--- src/wfpd_consts.svh ---
// Offsets, field positions, reset values and counts of the wake frame pattern detector.
// Assumes it is included by bare name wherever these values are needed.
// How it works
// - Per-filter 8-bit offset, zero is destination start.
// - Stored 16-bit CRC compared with computed CRC.
// - Pattern mode halts normal frame reception.
// - Detected pattern frame sets received status bit.
// - Notify by interrupt or power event, configurable.
// - Clearing the enable restores normal reception; in light sleep reception stays stopped.
// - Check frames for own or broadcast address.
// - Multicast frames also accepted with sixteen copies.
// - Six FF bytes then sixteen address copies.
// - Detection in full power and light sleep.
// - Light sleep enables pattern and filter detection.
// - Mask bit j feeds byte offset plus j.
// - Address-type bit picks multicast or unicast frames.
// - Disabled filter never reports a match.
`ifndef WFPD_CONSTS_SVH
`define WFPD_CONSTS_SVH
`define WFPD_OFS_WCSR 8'h00
`define WFPD_OFS_MASK 8'h04
`define WFPD_FILT_FIRST 4'h1
`define WFPD_FILT_LAST 4'h4
`define WFPD_SUB_BMASK 2'h0
`define WFPD_SUB_CMD 2'h1
`define WFPD_SUB_OFFSET 2'h2
`define WFPD_SUB_CRC 2'h3
`define WFPD_BIT_PAT_EN 0
`define WFPD_BIT_FILT_EN 1
`define WFPD_BIT_PAT_RCVD 2
`define WFPD_BIT_FRM_RCVD 3
`define WFPD_BIT_NOTIFY_PWR 4
`define WFPD_WCSR_RW_MASK 32'h0000_0013
`define WFPD_STS_MASK 32'h0000_000C
`define WFPD_CMD_BIT_EN 0
`define WFPD_CMD_BIT_MCAST 3
`define WFPD_BMASK_RW 32'h7FFF_FFFF
`define WFPD_CRC_POLY 16'h8005
`define WFPD_CRC_PRESET 16'h0000
`define WFPD_MASK_BITS 11'h01F
`define WFPD_ADDR_END 11'h00C
`define WFPD_DA_BYTES 11'h006
`define WFPD_SYNC_LEN 3'h6
`define WFPD_LAST_ADDR_BYTE 3'h5
`define WFPD_LAST_COPY 4'hF
`define WFPD_SYNC_BYTE 8'hFF
`define WFPD_POS_MAX 11'h7FF
`endif

--- src/wfpd_pkg.sv ---
// Types shared by the wake frame pattern detector.
// Assumes nothing beyond a SystemVerilog compiler.
package wfpd_pkg;
  typedef struct packed {
    logic valid;
    logic sof;
    logic eof;
    logic fcs_ok;
    logic [7:0] data;
  } wfpd_rx_beat_t;

  typedef struct packed {
    logic read;
    logic write;
    logic [7:0] address;
    logic [3:0] byteenable;
    logic [31:0] writedata;
  } wfpd_avmm_req_t;

  typedef struct packed {
    logic [30:0] byte_mask;
    logic addr_mcast;
    logic enable;
    logic [7:0] offset;
    logic [15:0] crc;
  } wfpd_filter_t;

  typedef enum logic [2:0] {
    WFPD_SYNC = 3'h1,
    WFPD_MATCH = 3'h2,
    WFPD_FOUND = 3'h4
  } wfpd_pat_state_t;
endpackage : wfpd_pkg

--- src/wfpd_top.sv ---
// Wake frame pattern detector: pattern search, four CRC wake filters, Avalon-MM registers.
// Assumes a received byte stream on clk with frame marks and the frame check result on the last byte.
//
// Chosen here: the Avalon-MM slave port and the register addresses.
`timescale 1ns/1ns
`include "wfpd_consts.svh"
module wfpd_top (
  // Clock and reset.
  input wire logic clk,
  input wire logic arst_n,
  // Receive byte stream and station state.
  input wire wfpd_pkg::wfpd_rx_beat_t rx_beat,
  input wire logic [47:0] station_addr,
  input wire logic light_sleep_state,
  // Avalon-MM slave.
  input wire wfpd_pkg::wfpd_avmm_req_t avs_req,
  output logic [31:0] avs_readdata,
  output logic avs_waitrequest,
  // Notification and receive control.
  output logic irq,
  output logic power_event_output,
  output logic rx_normal_enable
);
  logic waitreq_q;
  logic [31:0] rdata_q;
  logic [31:0] wcsr_q;
  logic [31:0] mask_q;
  logic irq_q;
  logic pme_q;
  logic rx_norm_q;
  logic [10:0] pos_q;
  logic [10:0] cur_pos;
  logic [47:0] dst_q;
  wfpd_pkg::wfpd_filter_t filt_q [4];
  logic [15:0] crc_q [4];
  logic [15:0] crc_d [4];
  logic [3:0] filt_hit;
  wfpd_pkg::wfpd_pat_state_t pat_q;
  wfpd_pkg::wfpd_pat_state_t pat_d;
  logic [2:0] ff_cnt_q;
  logic [2:0] ff_cnt_d;
  logic [2:0] abyte_q;
  logic [2:0] abyte_d;
  logic [3:0] copy_q;
  logic [3:0] copy_d;
  logic pat_active;
  logic filt_active;
  logic frame_end;
  logic da_bcast;
  logic da_mcast;
  logic da_own;
  logic pat_hit;
  logic frm_hit;
  logic bus_write;
  logic [4:0] wsel;

  // Selector code: bit 4 valid, 0 status, 1 mask, 8+2*i for filter i; the sub-register is not encoded.
  function automatic logic [4:0] addr_sel(input logic [7:0] a);
    if (a == `WFPD_OFS_WCSR)
      addr_sel = 5'h10;
    else if (a == `WFPD_OFS_MASK)
      addr_sel = 5'h11;
    else if (a[7:4] >= `WFPD_FILT_FIRST && a[7:4] <= `WFPD_FILT_LAST && a[1:0] == 2'h0)
      addr_sel = {3'h7, 2'(a[5:4] - 2'h1)} == 5'h00 ? 5'h00 : {1'b1, 1'b1, 2'(a[7:4] - 4'h1), 1'b0} | {3'h0, 2'h0};
    else
      addr_sel = 5'h00;
  endfunction : addr_sel

  function automatic logic [31:0] be_merge(input logic [31:0] old, input logic [31:0] nw, input logic [3:0] be);
    for (int b = 0; b < 4; b++)
    begin
      old[8*b +: 8] = be[b] ? nw[8*b +: 8] : old[8*b +: 8];
    end
    be_merge = old;
  endfunction : be_merge

  // Bit-serial CRC, most significant bit of each byte first.
  function automatic logic [15:0] crc16_byte(input logic [15:0] c, input logic [7:0] d);
    for (int k = 7; k >= 0; k--)
    begin
      c = (c[15] ^ d[k]) ? ((c << 1) ^ `WFPD_CRC_POLY) : (c << 1);
    end
    crc16_byte = c;
  endfunction : crc16_byte

  // The selector function is decoded once per use; filter index and sub-register come from raw address bits.
  assign wsel = addr_sel(avs_req.address);
  assign bus_write = avs_req.write & ~waitreq_q;

  // One wait cycle on every access keeps read data registered.
  always_ff @(posedge clk or negedge arst_n)
  begin
    if (!arst_n)
      waitreq_q <= 1'b1;
    else
      waitreq_q <= ~((avs_req.read | avs_req.write) & waitreq_q);
  end

  always_ff @(posedge clk or negedge arst_n)
  begin
    if (!arst_n)
      rdata_q <= 32'h0000_0000;
    else if (avs_req.read & waitreq_q)
    begin
      if (wsel == 5'h10)
        rdata_q <= wcsr_q;
      else if (wsel == 5'h11)
        rdata_q <= mask_q;
      else if (wsel[4])
      begin
        if (avs_req.address[3:2] == `WFPD_SUB_BMASK)
          rdata_q <= {1'b0, filt_q[avs_req.address[5:4] - 2'h1].byte_mask};
        else if (avs_req.address[3:2] == `WFPD_SUB_CMD)
          rdata_q <= {28'h0000000, filt_q[avs_req.address[5:4] - 2'h1].addr_mcast, 2'h0,
                      filt_q[avs_req.address[5:4] - 2'h1].enable};
        else if (avs_req.address[3:2] == `WFPD_SUB_OFFSET)
          rdata_q <= {24'h000000, filt_q[avs_req.address[5:4] - 2'h1].offset};
        else
          rdata_q <= {16'h0000, filt_q[avs_req.address[5:4] - 2'h1].crc};
      end
      else
        rdata_q <= 32'h0000_0000;
    end
  end

  // Filter configuration registers; mask bit 31 is held at zero.
  generate
    for (genvar i = 0; i < 4; i++)
    begin : g_filt_reg
      logic sel_me;
      logic [31:0] wv;
      assign sel_me = bus_write && wsel[4] && wsel[3] && (avs_req.address[5:4] - 2'h1) == 2'(i);
      always_comb
      begin
        wv = 32'h0000_0000;
        if (avs_req.address[3:2] == `WFPD_SUB_BMASK)
          wv = be_merge({1'b0, filt_q[i].byte_mask}, avs_req.writedata, avs_req.byteenable) & `WFPD_BMASK_RW;
        else if (avs_req.address[3:2] == `WFPD_SUB_CMD)
          wv = be_merge({28'h0000000, filt_q[i].addr_mcast, 2'h0, filt_q[i].enable}, avs_req.writedata,
                        avs_req.byteenable);
        else if (avs_req.address[3:2] == `WFPD_SUB_OFFSET)
          wv = be_merge({24'h000000, filt_q[i].offset}, avs_req.writedata, avs_req.byteenable);
        else
          wv = be_merge({16'h0000, filt_q[i].crc}, avs_req.writedata, avs_req.byteenable);
      end
      always_ff @(posedge clk or negedge arst_n)
      begin
        if (!arst_n)
          filt_q[i] <= '0;
        else if (sel_me)
        begin
          if (avs_req.address[3:2] == `WFPD_SUB_BMASK)
            filt_q[i].byte_mask <= wv[30:0];
          else if (avs_req.address[3:2] == `WFPD_SUB_CMD)
          begin
            filt_q[i].enable <= wv[`WFPD_CMD_BIT_EN];
            filt_q[i].addr_mcast <= wv[`WFPD_CMD_BIT_MCAST];
          end
          else if (avs_req.address[3:2] == `WFPD_SUB_OFFSET)
            filt_q[i].offset <= wv[7:0];
          else
            filt_q[i].crc <= wv[15:0];
        end
      end
    end
  endgenerate

  // Position restarts with each frame.
  assign cur_pos = rx_beat.sof ? 11'h000 : pos_q;
  always_ff @(posedge clk or negedge arst_n)
  begin
    if (!arst_n)
      pos_q <= 11'h000;
    else if (rx_beat.valid && cur_pos != `WFPD_POS_MAX)
      pos_q <= 11'(cur_pos + 11'h001);
  end

  always_ff @(posedge clk or negedge arst_n)
  begin
    if (!arst_n)
      dst_q <= 48'h0000_0000_0000;
    else if (rx_beat.valid && cur_pos < `WFPD_DA_BYTES)
      dst_q[8*cur_pos[2:0] +: 8] <= rx_beat.data;
  end

  assign pat_active = wcsr_q[`WFPD_BIT_PAT_EN] | light_sleep_state;
  assign filt_active = wcsr_q[`WFPD_BIT_FILT_EN] | light_sleep_state;
  assign frame_end = rx_beat.valid & rx_beat.eof & rx_beat.fcs_ok;
  assign da_bcast = &dst_q;
  assign da_mcast = dst_q[0] & ~da_bcast;
  assign da_own = dst_q == station_addr;

  // CRC over masked bytes, preset at frame start.
  generate
    for (genvar i = 0; i < 4; i++)
    begin : g_filt_crc
      logic [10:0] rel;
      logic take;
      logic [15:0] base;
      assign rel = 11'(cur_pos - {3'h0, filt_q[i].offset});
      assign take = cur_pos >= {3'h0, filt_q[i].offset} && rel < `WFPD_MASK_BITS && filt_q[i].byte_mask[rel[4:0]];
      assign base = rx_beat.sof ? `WFPD_CRC_PRESET : crc_q[i];
      assign crc_d[i] = take ? crc16_byte(base, rx_beat.data) : base;
      always_ff @(posedge clk or negedge arst_n)
      begin
        if (!arst_n)
          crc_q[i] <= `WFPD_CRC_PRESET;
        else if (rx_beat.valid)
          crc_q[i] <= crc_d[i];
      end
      assign filt_hit[i] = filt_q[i].enable && (filt_q[i].addr_mcast ? dst_q[0] : ~dst_q[0]) &&
                           crc_d[i] == filt_q[i].crc;
    end
  endgenerate

  // Search for six sync bytes then sixteen station address copies past the address fields.
  always_comb
  begin
    pat_d = pat_q;
    ff_cnt_d = ff_cnt_q;
    abyte_d = abyte_q;
    copy_d = copy_q;
    if (rx_beat.sof)
    begin
      pat_d = wfpd_pkg::WFPD_SYNC;
      ff_cnt_d = 3'h0;
    end
    else if (rx_beat.valid && pat_active && cur_pos >= `WFPD_ADDR_END)
    begin
      case (pat_q)
        wfpd_pkg::WFPD_SYNC:
        begin
          if (ff_cnt_q == `WFPD_SYNC_LEN && rx_beat.data == station_addr[7:0])
          begin
            pat_d = wfpd_pkg::WFPD_MATCH;
            abyte_d = 3'h1;
            copy_d = 4'h0;
          end
          else if (rx_beat.data == `WFPD_SYNC_BYTE)
            ff_cnt_d = (ff_cnt_q == `WFPD_SYNC_LEN) ? ff_cnt_q : 3'(ff_cnt_q + 3'h1);
          else
            ff_cnt_d = 3'h0;
        end
        wfpd_pkg::WFPD_MATCH:
        begin
          if (rx_beat.data == station_addr[8*abyte_q +: 8])
          begin
            abyte_d = (abyte_q == `WFPD_LAST_ADDR_BYTE) ? 3'h0 : 3'(abyte_q + 3'h1);
            if (abyte_q == `WFPD_LAST_ADDR_BYTE)
            begin
              copy_d = 4'(copy_q + 4'h1);
              // The sixteenth copy completes while the count still reads fifteen.
              if (copy_q == `WFPD_LAST_COPY)
                pat_d = wfpd_pkg::WFPD_FOUND;
            end
          end
          else
          begin
            // A broken run may itself start a new sync stream.
            pat_d = wfpd_pkg::WFPD_SYNC;
            ff_cnt_d = (rx_beat.data == `WFPD_SYNC_BYTE) ? 3'h1 : 3'h0;
          end
        end
        wfpd_pkg::WFPD_FOUND:
          pat_d = wfpd_pkg::WFPD_FOUND;
        default:
          pat_d = wfpd_pkg::WFPD_SYNC;
      endcase
    end
  end

  always_ff @(posedge clk or negedge arst_n)
  begin
    if (!arst_n)
    begin
      pat_q <= wfpd_pkg::WFPD_SYNC;
      ff_cnt_q <= 3'h0;
      abyte_q <= 3'h0;
      copy_q <= 4'h0;
    end
    else
    begin
      pat_q <= pat_d;
      ff_cnt_q <= ff_cnt_d;
      abyte_q <= abyte_d;
      copy_q <= copy_d;
    end
  end

  assign pat_hit = frame_end && pat_active && pat_d == wfpd_pkg::WFPD_FOUND &&
                   (da_own | da_bcast | da_mcast);
  assign frm_hit = frame_end && filt_active && |filt_hit;

  // Status bits: hardware set wins over a write-one clear in the same cycle.
  always_ff @(posedge clk or negedge arst_n)
  begin
    if (!arst_n)
      wcsr_q <= 32'h0000_0000;
    else
    begin
      if (bus_write && wsel == 5'h10)
        wcsr_q <= (be_merge(wcsr_q, avs_req.writedata, avs_req.byteenable) & `WFPD_WCSR_RW_MASK) |
                  (wcsr_q & `WFPD_STS_MASK & ~(avs_req.writedata & {{8{avs_req.byteenable[3]}},
                  {8{avs_req.byteenable[2]}}, {8{avs_req.byteenable[1]}}, {8{avs_req.byteenable[0]}}}));
      if (pat_hit)
        wcsr_q[`WFPD_BIT_PAT_RCVD] <= 1'b1;
      if (frm_hit)
        wcsr_q[`WFPD_BIT_FRM_RCVD] <= 1'b1;
    end
  end

  always_ff @(posedge clk or negedge arst_n)
  begin
    if (!arst_n)
      mask_q <= 32'h0000_0000;
    else if (bus_write && wsel == 5'h11)
      mask_q <= be_merge(mask_q, avs_req.writedata, avs_req.byteenable) & `WFPD_STS_MASK;
  end

  // Notification steered by the select bit; power event used when bit 4 is set, interrupt when it is clear.
  always_ff @(posedge clk or negedge arst_n)
  begin
    if (!arst_n)
    begin
      irq_q <= 1'b0;
      pme_q <= 1'b0;
    end
    else
    begin
      irq_q <= |(wcsr_q & mask_q) & ~wcsr_q[`WFPD_BIT_NOTIFY_PWR];
      pme_q <= |(wcsr_q & mask_q) & wcsr_q[`WFPD_BIT_NOTIFY_PWR];
    end
  end

  // Normal reception stops while pattern search runs.
  always_ff @(posedge clk or negedge arst_n)
  begin
    if (!arst_n)
      rx_norm_q <= 1'b1;
    else
      rx_norm_q <= ~pat_active;
  end

  assign avs_readdata = rdata_q;
  assign avs_waitrequest = waitreq_q;
  assign irq = irq_q;
  assign power_event_output = pme_q;
  assign rx_normal_enable = rx_norm_q;

  property p_wait_one;
    @(posedge clk) disable iff (!arst_n)
    (avs_req.read | avs_req.write) && waitreq_q |=> !waitreq_q ##1 waitreq_q;
  endproperty
  a_wait_one: assert property (p_wait_one) else $error("waitrequest not low for exactly one cycle");

  property p_pat_status;
    @(posedge clk) disable iff (!arst_n) pat_hit |=> wcsr_q[`WFPD_BIT_PAT_RCVD];
  endproperty
  a_pat_status: assert property (p_pat_status) else $error("pattern status not set");

  property p_bad_fcs;
    @(posedge clk) disable iff (!arst_n)
    !wcsr_q[`WFPD_BIT_PAT_RCVD] && !(rx_beat.valid && rx_beat.eof && rx_beat.fcs_ok) |=> !wcsr_q[`WFPD_BIT_PAT_RCVD];
  endproperty
  a_bad_fcs: assert property (p_bad_fcs) else $error("pattern status set without good frame");

  property p_irq_route;
    @(posedge clk) disable iff (!arst_n)
    |(wcsr_q & mask_q) |=> (irq_q != pme_q) && (pme_q == $past(wcsr_q[`WFPD_BIT_NOTIFY_PWR]));
  endproperty
  a_irq_route: assert property (p_irq_route) else $error("notification routed wrongly");

  property p_norm_off;
    @(posedge clk) disable iff (!arst_n) wcsr_q[`WFPD_BIT_PAT_EN] |=> !rx_norm_q;
  endproperty
  a_norm_off: assert property (p_norm_off) else $error("normal reception not stopped");

  property p_norm_back;
    @(posedge clk) disable iff (!arst_n)
    $fell(wcsr_q[`WFPD_BIT_PAT_EN]) && !light_sleep_state |=> rx_norm_q;
  endproperty
  a_norm_back: assert property (p_norm_back) else $error("normal reception not restored");

  property p_sleep_auto;
    @(posedge clk) disable iff (!arst_n) light_sleep_state |-> pat_active && filt_active;
  endproperty
  a_sleep_auto: assert property (p_sleep_auto) else $error("light sleep did not enable detection");

  property p_sof_restart;
    @(posedge clk) disable iff (!arst_n) rx_beat.sof |=> pat_q == wfpd_pkg::WFPD_SYNC && ff_cnt_q == 3'h0;
  endproperty
  a_sof_restart: assert property (p_sof_restart) else $error("search not restarted at frame start");

  property p_filt_disabled;
    @(posedge clk) disable iff (!arst_n) frm_hit |-> |(filt_hit & {filt_q[3].enable, filt_q[2].enable,
                                                   filt_q[1].enable, filt_q[0].enable});
  endproperty
  a_filt_disabled: assert property (p_filt_disabled) else $error("disabled filter matched");
endmodule : wfpd_top

--- config.mk ---
export PLATFORM = sky130hd
export DESIGN_NAME = wfpd_top
export DESIGN_NICKNAME = d
export VERILOG_FILES = /design/src/wfpd_pkg.sv /design/src/wfpd_top.sv
export VERILOG_INCLUDE_DIRS = /design/src
export SDC_FILE = /design/constraint.sdc
export NUM_CORES = 1
export LEC_CHECK = 0
export BUFFER_PORTS_ARGS = -buffer_cell sky130_fd_sc_hd__buf_2
export CAP_MARGIN = 20
export CORE_UTILIZATION = 35
export CTS_BUF_LIST = sky130_fd_sc_hd__clkbuf_2 sky130_fd_sc_hd__clkbuf_4 sky130_fd_sc_hd__clkbuf_8
export DETAILED_ROUTE_END_ITERATION = 12
export PLACE_DENSITY = 0.54
export SLEW_MARGIN = 20
export SYNTH_ARGS = -nofsm -noshare
export SYNTH_HDL_FRONTEND = slang
export SYNTH_SLANG_ARGS = --single-unit
--- constraint.sdc ---
create_clock -name clk -period 8.8 [get_ports clk]
set_input_delay 0.88 -clock clk [delete_from_list [all_inputs] [get_ports clk]]
set_output_delay 0.88 -clock clk [all_outputs]
set_load 0.01 [all_outputs]
Yosys cells after proc, flatten, opt, wreduce, memory -nomap -nowiden
Cells that the tools add are included.
{ "classes": {"bitwise": 93, "n_lt_le_gt_ge": 17, "mul": 0, "n_shift": 3, "n_reduce_logical": 76, "div": 0, "add_sub_neg": 11, "n_eq_ne": 32, "mux": 134} }
{ "op_table": {"columns": ["op", "n"], "rows": [
  ["$mux W16", 49],
  ["$mux W8", 27],
  ["$mux W32", 5],
  ["$mux W31", 4],
  ["$bmux W57 S2", 1],
  ["$mux W57", 2],
  ["$not A3 Y3", 32],
  ["$eq A16 B16 Y1", 4],
  ["$bwmux W48", 1],
  ["$eq A48 B48 Y1", 1],
  ["$reduce_and A48 Y1", 1],
  ["$shift A8 B34 Y48 const A", 1],
  ["$shiftx A48 B7 Y8", 1],
  ["$shiftx A8 B34 Y48", 1],
  ["$mux W3", 15],
  ["$ge A11 B8 Y1", 4],
  ["$lt A11 B5 Y1 const B", 4],
  ["$sub A11 B8 Y11", 4],
  ["$logic_and A1 B1 Y1", 36],
  ["$reduce_and A3 Y1", 12],
  ["$neg A6 Y34", 1],
  ["$and A32 B32 Y32", 1],
  ["$and A32 B4 Y32", 1],
  ["$and A4 B32 Y32", 1],
  ["50 further kinds", 157]
]} }
{ "totals": {"memories": 0, "input_bits": 109, "ramBits": 0, "output_inout_bits": 36, "rom_bits": 0, "ff_bits": 434, "latch_bits": 0, "elab_cells": 413} }

Depth between registers and ports, before layout
{ "logic_depth": {"depth_word": 23, "depth_mapped": 26, "mapped_depth_nobuf": 18} }

Worst setup path before layout
OpenSTA, ideal clock, no wires.
{ "synth_path": {"kind": "in2reg", "start": "input port rx_beat[10] (netlist bit)", "end": "register wcsr_q[3]", "stages": 25, "slack_ns": 2.633, "setup_time_ns": 0.064, "required_time_ns": 8.736, "arrival_ns": 6.103, "path_buffers": 10, "path_cell_list": "buf_4 -> buf_4 -> buf_2 -> clkbuf_1 -> clkbuf_1 -> clkbuf_1 -> buf_1 -> clkbuf_1 -> clkbuf_1 -> nor2b_1 -> ha_1 -> nor2b_1 -> a2111oi_0 -> o22a_1 -> nand3_1 -> nor4_1 -> nand2_1 -> nor2_2 -> buf_2 -> nand4_1 -> a221o_1 -> a2111oi_0 -> nand4_1 -> nand3_1 -> a21o_1"} }
{ "synth_via": {"elab_chain_cells": 23, "elab_cells_between_ends": 145, "classes_between": "add/sub: 4; order compare: 8; eq/ne: 4; mux: 50; bitwise: 64; reduce/logical: 15"} }
{ "synth_lines": {"columns": ["item", "line", "rtl"], "rows": [
  ["start: declaration", "wfpd_top.sv:12", "input wire wfpd_pkg::wfpd_rx_beat_t rx_beat,"],
  ["$mux W16", "wfpd_top.sv:202", "assign base = rx_beat.sof ? `WFPD_CRC_PRESET : crc_q[i];"],
  ["$xor A1 B1 Y1 or $not A3 Y3 (tied branches)", null, null],
  ["$mux W16", "wfpd_top.sv:81", "c = (c[15] ^ d[k]) ? ((c << 1) ^ `WFPD_CRC_POLY) : (c << 1);"],
  ["$xor A1 B1 Y1", "wfpd_top.sv:81", null],
  ["$mux W16", "wfpd_top.sv:81", null],
  ["$xor A1 B1 Y1", "wfpd_top.sv:81", null],
  ["$mux W16", "wfpd_top.sv:81", null],
  ["$xor A1 B1 Y1", "wfpd_top.sv:81", null],
  ["[7 not listed]", null, null],
  ["$xor A1 B1 Y1", "wfpd_top.sv:81", null],
  ["$mux W16", "wfpd_top.sv:81", null],
  ["$mux W16", "wfpd_top.sv:203", "assign crc_d[i] = take ? crc16_byte(base, rx_beat.data) : base;"],
  ["$eq A16 B16 Y1", "wfpd_top.sv:212", "crc_d[i] == filt_q[i].crc;"],
  ["$logic_and A1 B1 Y1", "wfpd_top.sv:211", "assign filt_hit[i] = filt_q[i].enable && (filt_q[i].addr_mcast ? dst_q[0] : ~dst_q[0]) &&"],
  ["$reduce_or A4 Y1 (*)", "wfpd_top.sv:292", "assign frm_hit = frame_end && filt_active && |filt_hit;"],
  ["$logic_and A1 B1 Y1 (*)", "wfpd_top.sv:292", null],
  ["$mux W1 or $reduce_bool A2 Y1 (tied branches)", null, null],
  ["end signal: assignment", "wfpd_top.sv:302", "wcsr_q <= (be_merge(wcsr_q, avs_req.writedata, avs_req.byteenable) & `WFPD_WCSR_RW_MASK) |"],
  ["end: declaration", "wfpd_top.sv:26", "logic [31:0] wcsr_q;"]
]} }
Mark *: on every way between the ends. The rest lies on a longest branch, timed or not. The select of a mux whose other input is x is not followed.
A chain may end at the register's enable or synchronous reset.

Worst setup path in the final report
Same ends and word-level chain as after synthesis.

==> metrics.log <==
[metrics] number of cells in the design after placement: 3,938
[metrics] average wire per standard cell: 25.66 um
[metrics] transition time at the pin with the least slew margin: 1.099 ns
[metrics] Final Max Tran Viols: 0
[metrics] quantity of I/O buffers inserted on ports: 142
[metrics] final setup violating endpoints: 0
[metrics] Primary FF master, synth: dfrtp_1
[metrics] average size of a mapped cell: 9.411 um2
[metrics] end-of-flow core utilization: 39.68%
[metrics] number of distinct library cell variants in the gate-level netlist after synthesis: 94
[metrics] power density cells: 176.8 nW/um2
[metrics] HPWL reported at the end of detailed placement: 76.52 mm
[metrics] final hold violation count: 0
[metrics] Sum Neg Setup Slack: 0 ns
[metrics] slew margin rel.: 26.07%
[metrics] # IOs: 145
[metrics] Layout Skew: 0.03629 ns
[metrics] Resized Gates After CTS: 0
[metrics] area growth from synthesis to final layout: 11.84%
[metrics] die area: 79,780 um2
[metrics] post-CTS repair timing setup buffer count: 0
[metrics] clk sink count: 406
[metrics] final wirelength: 104.5 mm
[metrics] Worst-Skew Late Latency: 0.69 ns
[metrics] static leakage: 12.87 nW
[metrics] path type of the worst min-delay path: primary input to async pin
[metrics] via count of the first global-routing pass: 23,740
[metrics] portion of the post-synthesis area used by sequential elements: 36.92%
[metrics] max-cap check violation count: 0
[metrics] Period Utilization, post-route: 74.47%
[metrics] setup repair after global routing missed its margin: no
[metrics] number of buffers inserted by hold repair at cts: 0
[metrics] 1st-iter DRT viols: 2,685
[metrics] share of cells above drive strength 1: 20.24%
[metrics] share of synthesized flip-flops with an asynchronous set or reset: 100.0%
[metrics] highest achievable clock rate: 152.6 MHz
[metrics] synthesis-stage register bit count: 406
[metrics] TritonCTS clock tree: yes
[metrics] number of standard-cell rows in the floorplan: 102
[metrics] Vert. Die Dim: 282.4 um
[metrics] leftover overflow at the end of global routing: 0
[metrics] CTS root buf: clkbuf_8
[metrics] Chip Width: 282.4 um
[metrics] post-route ant nets: 0
[metrics] post-synthesis instance area: 27,530 um2
[metrics] clock-pin transition on the worst setup and hold timing paths: 0.06 ns
[metrics] routed via count: 24,440
[metrics] number of buffers on the longest clock path: 3
[metrics] Crit Path Class: primary input to flip-flop
[metrics] GRT Total Usage: 25.86%
[metrics] antenna violations before repair: 3
[metrics] YS warnings: 0
[metrics] critical path startpoint category: primary input
[metrics] number of nets in the final layout: 3,129
[metrics] pin count of the biggest net entering global routing: 171
[metrics] Synth Net Count: 3,077
[metrics] number of flops mapped to enable cells by yosys: 0
[metrics] final cell count without fillers: 4,074
[metrics] CTS H-Tree Depth: 3
[metrics] initial core utilization: 35.48%
[metrics] Max Fanout on Critical Path: 90
[metrics] number of standard cells after synthesis: 2,925
[metrics] ratio of routed vias to standard cells: 5.998
[metrics] WP data required: 9.42 ns
[metrics] wire length of the first global-routing pass: 154.2 mm
[metrics] Core Footprint: 77,590 um2
[metrics] type of element capturing the critical path: flip-flop
[metrics] TritonCTS Buffers: 76
[metrics] peak ir drop on the vdd network: 0.1292 mV
[metrics] Data arrival, critical path: 7.18 ns
[metrics] minimum clock period: 6.554 ns
[metrics] result of the run: completed
[metrics] DRC violation count after routing: 0
[metrics] first-pass detailed-route iteration total: 6
[metrics] placer congestion estimate: 0.9577
[final timing paths]
check	endpoint	from	cells past startpoint	slack (ns)
min reg2reg	copy_q[3]$_DFFE_PN0P_	copy_q[3]$_DFFE_PN0P_	1	0.48
min in group clk	avs_waitrequest$_DFF_PN1_	avs_req[44]	2	0.37
max in group asynchronous	dst_q[22]$_DFFE_PN0P_	arst_n	3	6.54
min	avs_readdata[27]$_DFFE_PN0P_	arst_n	1	0.14
max reg2reg	wcsr_q[3]$_DFFE_PN0P_	pos_q[0]$_DFFE_PN0P_	18	2.78
max	wcsr_q[3]$_DFFE_PN0P_	rx_beat[10]	20	2.25
[cell families after synthesis]
| logic type | share of synthesized area, % |
|---|---|
| AO/OA/AOI/OAI | 18.34 |
| XOR/XNOR | 7.363 |
| adder cells (fa/ha/maj) | 2.282 |
| buffers and inverters | 4.845 |
| flip-flops | 36.92 |
| multiplexers | 16.64 |
| other | 0.01362 |
| AND/OR/NAND/NOR | 13.59 |
[routing by layer]
layer  share of wire (%)  vias to the layer above  global-route usage (%)
met5               0.012                        -                       0
met1                  42                    12240                   34.90
li1                    -                    10790                       -
met4                 3.6                        2                   9.854
met2                  46                     1215                   40.94
met3                 8.3                      183                   4.857
[critical path, stage by stage]
cell,delay (ns)
buf_6,0.47
inv_1,0.15
nand2_1,0.44
ha_1,0.27
inv_1,0.06
fa_1,1.12
mux4_2,0.40
o21ai_0,0.16
mux2i_1,0.21
mux2i_1,0.16
nor4_1,0.55
buf_4,0.28
nor2b_1,0.14
buf_4,0.20
mux2i_1,0.20
o32ai_1,0.14
xor2_1,0.20
nor4_1,0.66
a32o_1,0.27
a21o_1,0.13
[sequential cells by signal, indices dropped and copies added, names as in the netlist, 4 cells and up]
| register | flops |
|---|---|
| pos_q | 11 |
| crc_q | 64 |
| filt_q | 228 |
| dst_q | 48 |
| avs_readdata | 31 |
| wcsr_q | 5 |
| copy_q | 4 |
[cell usage in the layout, fill, tap and decap left out, types with 46 or more instances in the layout]
master / instances
nand3_1: 77
nor2_1: 184
o21ai_0: 297
mux2_2: 162
xnor2_1: 162
clkbuf_8: 100
xor2_1: 51
buf_4: 56
dfrtp_1: 402
buf_2: 139
nand2_1: 289
nor3_1: 46
a21oi_1: 117
mux2i_1: 91
a22oi_1: 47
inv_1: 110
mux4_2: 82
[power by group]
part / leakage (nW) / total (W) / switching, W / internal [W]
registers: 5.40 / 0.00218 / 0.000176 / 0.00201
logic: 6.59 / 0.00121 / 0.000717 / 0.000491
clock network: 0.888 / 0.00205 / 0.000909 / 0.00114
total: 12.9 / 0.00544 / 0.00180 / 0.00364
[final cells by class]
cell class                 instances  area, um2
clock inverter                    22      212.7
timing repair buffer             199       1167
sequential                       406      10160
antenna                            1      2.502
fill                            7795      46810
tap                             1040       1301
inverter                         110      412.9
clock buffer                     112       1466
multi-input combinational       2184      16060
[synth_stat cells (all sizes together) (11+ instances only)]
master | n | share of area (%)
a2111oi | 11 | 0.42
a211oi | 15 | 0.41
a21boi | 18 | 0.49
a21o | 14 | 0.38
a21oi | 118 | 2.1
a221o | 11 | 0.40
a221oi | 15 | 0.48
a22o | 31 | 0.99
a22oi | 47 | 1.3
a31oi | 21 | 0.53
and2 | 16 | 0.36
and3 | 24 | 0.55
buf | 55 | 1.0
clkbuf | 170 | 2.3
dfrtp | 403 | 37
ha | 39 | 1.8
inv | 110 | 1.5
mux2 | 162 | 6.6
mux2i | 91 | 3.3
mux4 | 82 | 6.7
nand2 | 289 | 3.9
nand2b | 21 | 0.50
nand3 | 77 | 1.4
nand4 | 31 | 0.70
nor2 | 186 | 2.6
nor2b | 27 | 0.64
nor3 | 48 | 0.89
nor4 | 19 | 0.43
o2111ai | 11 | 0.35
o211ai | 19 | 0.52
o21ai | 298 | 5.4
o221ai | 29 | 0.92
o22ai | 36 | 0.82
o2bb2ai | 11 | 0.35
o31ai | 12 | 0.33
or2 | 12 | 0.27
or3 | 14 | 0.32
xnor2 | 164 | 5.2
xor2 | 53 | 1.8
[metrics by stage]
step / power (W) / setup slack, ns / cell area [um2] / hold WS [ns]
global route: 0.005669 / 2.050 / 30790 / 0.1630
detailed placement: 0.003399 / 1.751 / 29090 / 0.4758
global placement: 0.003372 / 1.772 / 29080 / 0.4578
floorplan: 0.002975 / 2.633 / 27530 / 0.4069
CTS: 0.005456 / 2.457 / 30770 / 0.1453
finish: 0.005442 / 2.246 / 30790 / 0.1422
No activity file was read; power rests on OpenSTA's default activity.
